[config.mk]
export PLATFORM = sky130hd
export DESIGN_NAME = flash_status_write_protect
export DESIGN_NICKNAME = d
export VERILOG_FILES = /design/src/verilog/flash_prot_pkg.sv /design/src/verilog/flash_status_write_protect.sv
export SDC_FILE = /design/constraint.sdc
export NUM_CORES = 1
export LEC_CHECK = 0
export ABC_AREA = 1
export BUFFER_PORTS_ARGS = -buffer_cell sky130_fd_sc_hd__clkbuf_2
export CAP_MARGIN = 20
export CORE_MARGIN = 10
export CORE_UTILIZATION = 48
export DETAILED_ROUTE_END_ITERATION = 7
export GPL_ROUTABILITY_DRIVEN = 0
export PLACE_DENSITY = 0.86
export SLEW_MARGIN = 30
export SYNTH_ARGS = -nofsm -noshare
export SYNTH_HDL_FRONTEND = slang
export SYNTH_SLANG_ARGS = --single-unit
[constraint.sdc]
create_clock -name sys_clk -period 3.87 [get_ports sys_clk]
set_input_delay 0.387 -clock sys_clk [delete_from_list [all_inputs] [get_ports sys_clk]]
set_output_delay 0.387 -clock sys_clk [all_outputs]
set_load 0.02 [all_outputs]
[src/verilog/flash_prot_pkg.sv]
package flash_prot_pkg;

  // Instruction codes seen by this block.
  localparam logic [7:0] OP_WRITE_ENABLE  = 8'h06;
  localparam logic [7:0] OP_WRITE_DISABLE = 8'h04;
  localparam logic [7:0] OP_WRITE_SR1     = 8'h01;
  localparam logic [7:0] OP_WRITE_SR2     = 8'h31;
  localparam logic [7:0] OP_SUSPEND       = 8'h75;
  localparam logic [7:0] OP_RESUME        = 8'h7a;

  // Status word bit positions.
  localparam int BUSY_BIT  = 0;
  localparam int WPL_BIT   = 1;
  localparam int SIZE_LO   = 2;
  localparam int SIZE_HI   = 4;
  localparam int LOW_BIT   = 5;
  localparam int GRAN_BIT  = 6;
  localparam int LOCK_LO   = 7;
  localparam int LOCK_HI   = 8;
  localparam int QUAD_BIT  = 9;
  localparam int INV_BIT   = 14;
  localparam int PAUSE_BIT = 15;

  // Bits that a status write may change; the same bits are non-volatile.
  localparam logic [15:0] NV_MASK  = 16'h43fc;
  localparam logic [15:0] SR_RESET = 16'h0000;

  // Lock-mode encodings, high bit first.
  localparam logic [1:0] LOCK_SOFT = 2'h0;
  localparam logic [1:0] LOCK_HW   = 2'h1;
  localparam logic [1:0] LOCK_PWR  = 2'h2;
  localparam logic [1:0] LOCK_OTP  = 2'h3;

  // Size codes and region sizes in bytes.
  localparam logic [2:0]  SIZE_NONE   = 3'h0;
  localparam logic [2:0]  SIZE_ALL    = 3'h7;
  localparam logic [24:0] ARRAY_BYTES = 25'h1000000;
  localparam logic [24:0] BLK_UNIT    = 25'h0040000;
  localparam logic [24:0] SEC_UNIT    = 25'h0001000;
  localparam logic [24:0] SEC_MAX     = 25'h0008000;
  localparam logic [23:0] FIRST_ADDR  = 24'h000000;
  localparam logic [23:0] LAST_ADDR   = 24'hffffff;

  // Width of the write-cycle counter.
  localparam int CNT_W = 16;

  // Whole state of the protection block.
  typedef struct packed {
    logic [15:0]      sr;
    logic [CNT_W-1:0] busy_cnt;
    logic             loaded;
    logic             guard_meta;
    logic             guard_sync;
    logic             wr_ok;
    logic             wr_ref;
    logic             pe_ok;
    logic             pe_no;
    logic             p_none;
    logic [23:0]      p_lo;
    logic [23:0]      p_hi;
  } prot_state_s;

endpackage

[src/verilog/flash_status_write_protect.sv]
// How it works
// - Two lock-mode bits choose status write protection.
// - Mode 00 accepts writes once permit latch set.
// - Mode 01 with guard pin low refuses.
// - Mode 01 with guard high needs permit latch.
// - Mode 10 refuses writes until power cycle.
// - Power cycle turns lock mode 10 into 00.
// - Mode 11 locks status writes for ever.
// - Four-lane bit turns guard pins into data.
// - Invert bit complements the selected protected range.
// - Suspend instruction sets the paused flag.
// - Resume or power cycle clears paused flag.
// - Block grain, top: upper 1/64 up to 1/2.
// - Block grain, bottom: lower 1/64 up to 1/2.
// - Size 000 protects nothing, 111 protects all.
// - Sector grain, top: 4KB to 32KB at end.
// - Sector grain, bottom: 4KB to 32KB at start.
// - Inverted top block size 001 leaves only top 256KB.
// - Program or erase touching protection is ignored.
// - Permit latch set by enable, cleared by accepted writes.
// - Size, low-end and granularity bits in status.
`timescale 1ns/1ns
`default_nettype none

module flash_status_write_protect
  import flash_prot_pkg::*;
#(
  parameter logic [CNT_W-1:0] WRITE_CYCLES = 16'h0010
) (
  input  wire logic        sys_clk,
  input  wire logic        rstn,
  input  wire logic [15:0] nv_image,
  input  wire logic        write_guard_n,
  input  wire logic        cmd_valid,
  input  wire logic [7:0]  cmd_code,
  input  wire logic [15:0] sr_wdata,
  input  wire logic        sr_two_bytes,
  input  wire logic        pe_valid,
  input  wire logic [23:0] pe_start,
  input  wire logic [23:0] pe_end,
  output logic [15:0]      status_word,
  output logic [15:0]      nv_store,
  output logic             busy,
  output logic             ready,
  output logic             four_lane_enable,
  output logic             guard_pins_active,
  output logic             sr_wr_accepted,
  output logic             sr_wr_refused,
  output logic             pe_grant,
  output logic             pe_deny,
  output logic             prot_none,
  output logic [23:0]      prot_lo,
  output logic [23:0]      prot_hi
);

  // Decodes the protected range as {none, low address, high address}.
  function automatic logic [48:0] prot_range(input logic [15:0] s);
    logic [2:0]  code;
    logic [24:0] size;
    logic        all_b;
    logic        none_b;
    logic [23:0] lo;
    logic [23:0] hi;
    logic [23:0] r_lo;
    logic [23:0] r_hi;
    logic        r_none;
    code   = s[SIZE_HI:SIZE_LO];
    all_b  = (code == SIZE_ALL);
    none_b = (code == SIZE_NONE);
    if (s[GRAN_BIT]) begin
      size = code[2] ? SEC_MAX : (SEC_UNIT << (code - 3'h1));
    end else begin
      size = BLK_UNIT << (code - 3'h1);
    end
    // bottom block regions start at zero.
    if (s[LOW_BIT]) begin
      lo = FIRST_ADDR;
      hi = 24'(size - 25'h1);
    end else begin
      // top regions end at the last address.
      lo = 24'(ARRAY_BYTES - size);
      hi = LAST_ADDR;
    end
    // all and none ignore grain and end.
    if (all_b) begin
      lo = FIRST_ADDR;
      hi = LAST_ADDR;
    end
    r_none = none_b;
    r_lo   = lo;
    r_hi   = hi;
    // invert swaps protected and free parts.
    if (s[INV_BIT]) begin
      r_none = all_b;
      if (none_b) begin
        r_lo = FIRST_ADDR;
        r_hi = LAST_ADDR;
      end else if (!s[LOW_BIT]) begin
        // inverted top leaves the top writable.
        r_lo = FIRST_ADDR;
        r_hi = lo - 24'h1;
      end else begin
        r_lo = hi + 24'h1;
        r_hi = LAST_ADDR;
      end
    end
    return {r_none, r_lo, r_hi};
  endfunction

  prot_state_s st;       // Registered state.
  prot_state_s next_st;  // Value for the next edge.

  logic [1:0]  lock_mode;    // High and low lock-mode bits.
  logic        guard_high;   // Guard pin seen as high, or not in use.
  logic        lock_allows;  // Lock mode lets a permitted write through.
  logic        idle;         // Loaded and not in a write cycle.
  logic        sr_write_req; // A status write instruction is presented.
  logic        overlap;      // Program or erase target hits protection.
  logic [15:0] wr_value;     // Status word proposed by the write.

  // the lock mode is read from its two status bits.
  assign lock_mode = {st.sr[LOCK_HI], st.sr[LOCK_LO]};
  assign busy      = (st.busy_cnt != '0);
  assign idle      = st.loaded && !busy;
  assign ready     = idle;

  // with four lanes on, the guard pin is a data line and stops guarding.
  assign four_lane_enable  = st.sr[QUAD_BIT];
  assign guard_pins_active = !st.sr[QUAD_BIT];
  assign guard_high        = st.sr[QUAD_BIT] || st.guard_sync;

  assign sr_write_req = idle && cmd_valid &&
                        (cmd_code == OP_WRITE_SR1 || cmd_code == OP_WRITE_SR2);

  // Lock-mode decision; the permit latch is checked separately.
  always_comb begin
    case (lock_mode)
      // software mode ignores the guard pin.
      LOCK_SOFT: lock_allows = 1'b1;
      // hardware mode with the pin low refuses.
      // hardware mode with the pin high needs the latch.
      LOCK_HW:   lock_allows = guard_high;
      // power-supply lock refuses until the next power cycle.
      LOCK_PWR:  lock_allows = 1'b0;
      LOCK_OTP:  lock_allows = 1'b0;
      default:   lock_allows = 1'b0;
    endcase
  end

  // Merge the written bytes; a one-byte first-register write keeps the upper byte.
  always_comb begin
    wr_value = st.sr;
    if (cmd_code == OP_WRITE_SR2) begin
      wr_value[15:8] = sr_wdata[15:8];
    end else begin
      wr_value[7:0] = sr_wdata[7:0];
      if (sr_two_bytes) begin
        wr_value[15:8] = sr_wdata[15:8];
      end
    end
  end

  // any protected byte in the target range blocks the whole request.
  assign overlap = !st.p_none && (pe_start <= st.p_hi) && (pe_end >= st.p_lo);

  // Next-state logic for the whole block.
  always_comb begin
    logic [48:0] rng;
    rng     = prot_range(st.sr);
    next_st = st;
    next_st.guard_meta = write_guard_n;
    next_st.guard_sync = st.guard_meta;
    next_st.wr_ok      = 1'b0;
    next_st.wr_ref     = 1'b0;
    next_st.pe_ok      = 1'b0;
    next_st.pe_no      = 1'b0;
    next_st.p_none     = rng[48];
    next_st.p_lo       = rng[47:24];
    next_st.p_hi       = rng[23:0];
    if (!st.loaded) begin
      // The stored image is taken once, on the first edge after power-up.
      next_st.loaded = 1'b1;
      // size, end and grain bits come back from the stored image.
      next_st.sr = nv_image & NV_MASK;
      // a power-supply lock does not survive the power cycle.
      if ({nv_image[LOCK_HI], nv_image[LOCK_LO]} == LOCK_PWR) begin
        next_st.sr[LOCK_HI] = 1'b0;
        next_st.sr[LOCK_LO] = 1'b0;
      end
    end else begin
      if (busy) begin
        next_st.busy_cnt = st.busy_cnt - 1'b1;
      end
      if (sr_write_req) begin
        if (lock_allows && st.sr[WPL_BIT]) begin
          next_st.sr    = (st.sr & ~NV_MASK) | (wr_value & NV_MASK);
          // an accepted status write drops the permit latch.
          next_st.sr[WPL_BIT] = 1'b0;
          next_st.busy_cnt    = WRITE_CYCLES;
          next_st.wr_ok       = 1'b1;
        end else begin
          // a refused write leaves the word alone and starts no cycle.
          next_st.wr_ref = 1'b1;
        end
      end
      if (idle && pe_valid) begin
        // grant only with the latch set and no protected byte hit.
        next_st.pe_ok = st.sr[WPL_BIT] && !overlap;
        next_st.pe_no = !(st.sr[WPL_BIT] && !overlap);
        // program and erase drop the permit latch.
        next_st.sr[WPL_BIT] = 1'b0;
      end
      if (idle && cmd_valid) begin
        case (cmd_code)
          // write enable sets the latch and wins over a clear.
          OP_WRITE_ENABLE:  next_st.sr[WPL_BIT] = 1'b1;
          OP_WRITE_DISABLE: next_st.sr[WPL_BIT] = 1'b0;
          default:          next_st.sr[WPL_BIT] = next_st.sr[WPL_BIT];
        endcase
      end
      // Suspend and resume are heard even while a write cycle runs.
      if (cmd_valid && cmd_code == OP_SUSPEND) begin
        next_st.sr[PAUSE_BIT] = 1'b1;
      end else if (cmd_valid && cmd_code == OP_RESUME) begin
        next_st.sr[PAUSE_BIT] = 1'b0;
      end
    end
  end

  // State register; reset stands for power-up and clears the paused flag.
  always_ff @(posedge sys_clk) begin
    if (!rstn) begin
      st <= '{sr: SR_RESET, busy_cnt: '0, p_lo: FIRST_ADDR, p_hi: FIRST_ADDR,
              p_none: 1'b1, guard_meta: 1'b1, guard_sync: 1'b1, default: 1'b0};
    end else begin
      st <= next_st;
    end
  end

  // Outputs; the busy bit is shown in the word's lowest position.
  assign status_word    = {st.sr[15:1], busy};
  assign nv_store       = st.sr & NV_MASK;
  assign sr_wr_accepted = st.wr_ok;
  assign sr_wr_refused  = st.wr_ref;
  assign pe_grant       = st.pe_ok;
  assign pe_deny        = st.pe_no;
  assign prot_none      = st.p_none;
  assign prot_lo        = st.p_lo;
  assign prot_hi        = st.p_hi;
endmodule

`default_nettype wire

==> load_flow_metrics.sql <==
INSERT INTO impl_metrics (metric_group, metric, value, unit) VALUES
('yosys', 'synth_commonest_cells', '109 x nand2_1, 88 x inv_1, 81 x buf_4', ''),
('yosys', 'yosysSeqAreaShare', '24.7', '%'),
('grt', 'grt_start_max_net_pins', '41', ''),
('yosys', 'syn_area_per_cell', '6.85', 'um2'),
('yosys', 'yosys.cell_count.top_type', 'nand2_1', ''),
('clock_tree', 'cts_resized', '0', ''),
('grt', 'grt_use_met1', '18.0', '%'),
('sta', 'worst_clock_skew', '0.00840', 'ns'),
('placement', 'dp_worst_setup_slack', '1.08', 'ns'),
('route', 'detail_route.vias_per_cell', '5.03', ''),
('yosys', 'syn_inst', '709', ''),
('status', 'result_of_the_run', 'finished, final reports clean', ''),
('yosys', 'syn-cell-area', '4860', 'um2'),
('sta', 'maxSlewViolCount', '0', ''),
('clock_tree', 'skew_pair_late_insertion_delay', '0.34', 'ns'),
('route', 'total_wire_length', '12300', 'um'),
('critical_path', 'timing.setup.critical_path_class', 'reg2reg', ''),
('clock_tree', 'total_clock_buffers_created_by_cts', '9', ''),
('critical_path', 'worstPathRequired', '4.08', 'ns'),
('sta', 'maximum_clock_frequency', '0.349', 'GHz'),
('die', 'chipWidth', '121', 'um'),
('critical_path', 'crit_path_end_kind', 'flip-flop', ''),
('die', 'core-area', '9820', 'um2'),
('placement', 'numPortBuffers', '137', ''),
('pwr', 'power.ir.vdd_worst', '0.000402', 'V'),
('worst_hold_path', 'holdPathStages', '2', ''),
('clock_tree', 'clockRootBuffer', 'clkbuf_8', ''),
('layout', 'antenna_cells', '0', ''),
('clock_tree', 'postCtsSetupRepairBufs', '0', ''),
('sta', 'finalCriticalPeriod', '2.86', 'ns'),
('layout', 'nets', '923', ''),
('sta', 'finalCritPeriodShare', '74.0', '%'),
('route', 'num_vias', '4655', ''),
('yosys', 'synth_enable_flop_cells', '0', ''),
('yosys', 'postSynthRegisterBits', '60', ''),
('route', 'drt-pass1-iter-count', '5', ''),
('critical_path', 'worstPathArrival', '3.07', 'ns'),
('sta', 'slew-limit-headroom', '59.8', '%'),
('grt', 'grt_use_met3', '5.91', '%'),
('sta', 'setup_viol_count_final', '0', ''),
('yosys', 'yosys.area.top_type', 'dfxtp_1', ''),
('yosys', 'synthTopCellsByArea', 'dfxtp_1 25%, buf_4 13%, ha_1 10%', ''),
('route', 'drtAntennaViolNets', '0', ''),
('clock_tree', 'clock_path_buffers', '2', ''),
('die', 'pin_count', '183', ''),
('yosys', 'yosys_warnings', '0', ''),
('placement', 'post-dp-hpwl', '10100', 'um'),
('yosys', 'synth_async_sr_flop_share', '0', '%'),
('sta', 'worst_setup_margin', '1.01', 'ns'),
('grt', 'grt.met2_usage', '28.9', '%'),
('critical_path', 'cp-start-kind', 'flip-flop', ''),
('yosys', 'synth_top_area_share', '24.7', '%'),
('grt', 'overflow', '0', ''),
('die', 'fp.dieH', '121', 'um'),
('flow_run', 'max_cap_viol_count', '0', ''),
('die', 'rows', '36', ''),
('worst_hold_path', 'hp-class', 'in2reg', ''),
('grt', 'initial_antenna_violation_count', '0', ''),
('sta', 'number_of_failing_hold_endpoints_at_the_final_stage', '0', ''),
('grt', 'grt_usage', '16.5', '%'),
('clock_tree', 'cts_sinks', '60', ''),
('sta', 'setup_tns', '0', 'ns'),
('pwr', 'pd_cells', '463', 'nW/um2'),
('yosys', 'yosysUniqueCellTypes', '43', ''),
('die', 'initial_util', '49.5', '%'),
('critical_path', 'critPathMaxFanout', '10', ''),
('grt', 'wire_length_of_the_first_global_routing_pass', '20300', 'um'),
('clock_tree', 'cts_hold_buffers', '0', ''),
('grt', 'busiest_layer', 'met2', ''),
('sta', 'grt_setup_unrepaired', 'false', ''),
('layout', 'final_layout_size_suffix_gt1_share', '25.5', '%'),
('yosys', 'synth_top_flop_cell', 'dfxtp_1', ''),
('critical_path', 'rr_worst_depth', '15', ''),
('route', 'drc_errors', '0', ''),
('route', 'first_iter_violations', '195', ''),
('clock_tree', 'cts.htree.levels', '3', ''),
('pwr', 'leakage', '2.77', 'nW'),
('clock_tree', 'cts_tree', 'built', ''),
('die', 'design.die.area', '14500', 'um2'),
('grt', 'first_global_vias', '4574', ''),
('clock_tree', 'worst_setup_hold_path_clk_slew', '0.07', 'ns'),
('layout', 'layout-area-overhead-vs-synth', '10.4', '%'),
('sta', 'worst_pin_slew', '0.600', 'ns'),
('route', 'wl_per_cell', '13.3', 'um');
[stage by stage]
| stage | std cells | instance area, um2 | total power [mW] | hold slack [ns] | util [%] |
|---|---|---|---|---|---|
| 6_report | 925 | 5370 | 2.49 | 0.236 | 54.6 |
| 5_1_grt | 925 | 5370 | 2.69 | 0.228 | 54.6 |
| 4_1_cts | 925 | 5370 | 2.50 | 0.219 | 54.6 |
| 3_5_place_dp | 911 | 5160 | 1.89 | 0.408 | 52.5 |
| 3_3_place_gp | 911 | 5160 | 1.86 | 0.397 | 52.5 |
| 2_1_floorplan | 731 | 4940 | 1.71 | 0.393 | - |
[critical path, cell delays in order (launching register included)]
cell and delay (ns):
dfxtp_1 0.57, inv_2 0.14, nor2_2 0.17, inv_1 0.09, nor2_1 0.24, inv_1 0.10, ha_1 0.37, nand2_4 0.12
ha_1 0.20, nand2_1 0.08, nor2_1 0.14, o21ai_1 0.13, nor2_1 0.17, nand2_1 0.08, nand3_1 0.10, a21oi_1 0.06
[logic make-up after synthesis]
group / share of synthesized area (%)
xor+xnor: 0.901
other cells: 0.0772
flops: 24.7
simple gates: 29.4
compound gates: 13.2
fa+ha+maj: 10.3
buf+inv: 21.4
[report_power, final]
| group | internal, mW | total, mW | switching, mW |
|---|---|---|---|
| logic | 0.383 | 1.07 | 0.684 |
| clock network | 0.361 | 0.603 | 0.242 |
| registers | 0.724 | 0.816 | 0.0922 |
| total | 1.47 | 2.49 | 1.02 |
[final timing paths]
kind                             from                endpoint  slack [ns]
max          nv_store[6]$_SDFFE_PN0P_  prot_lo[20]$_SDFF_PN0_        1.01
min                     write_guard_n  next_st[53]$_SDFF_PN1_        0.24
max reg2reg  nv_store[6]$_SDFFE_PN0P_  prot_lo[20]$_SDFF_PN0_        1.01
min reg2reg    next_st[53]$_SDFF_PN1_       st[53]$_SDFF_PN1_        0.42
[placed cells by master, fill, tap and decap left out, drive strengths merged]
cell type,count
clkbuf,150
nand2,118
inv,99
nor2,76
a21oi,60
dfxtp,60
nand3,58
ha,40
o21ai,32
conb,23
nor3,16
nand4,9
o211ai,7
or2,6
nor3b,5
nand3b,4
nor4,4
xor2,4
a221oi,3
a31oi,3
buf,3
clkinv,2
o21bai,2
o221ai,2
and3,1
a41oi,1
o31ai,1
xnor2,1
a211oi,1
bufinv,1
[per-layer routing]
layer / routed length [um] / share of wire [%] / up-vias
met4: 207 / 1.7 / 0
met1: 5130 / 42 / 2069
met3: 1060 / 8.6 / 22
met2: 5880 / 48 / 186
li1: - / - / 2378
met5: 0 / 0 / -
[cell type report]
class	count	area (um2)
repair buffers	140	708
fillers	999	4450
well taps	133	166
inverters	101	382
clock buffers	13	179
clock inverters	1	30.0
flip-flops and latches	60	1200
multi-input cells	477	2700
[flip-flops by register name (all words and copies together) (netlist names)]
name              cells
prot_none             1
st                   18
sr_wr_accepted        1
status_word           2
four_lane_enable      1
pe_deny               1
nv_store              8
prot_hi              13
pe_grant              1
next_st               1
prot_lo              12
sr_wr_refused         1
Note: power is estimated with default switching activity, not from simulation.
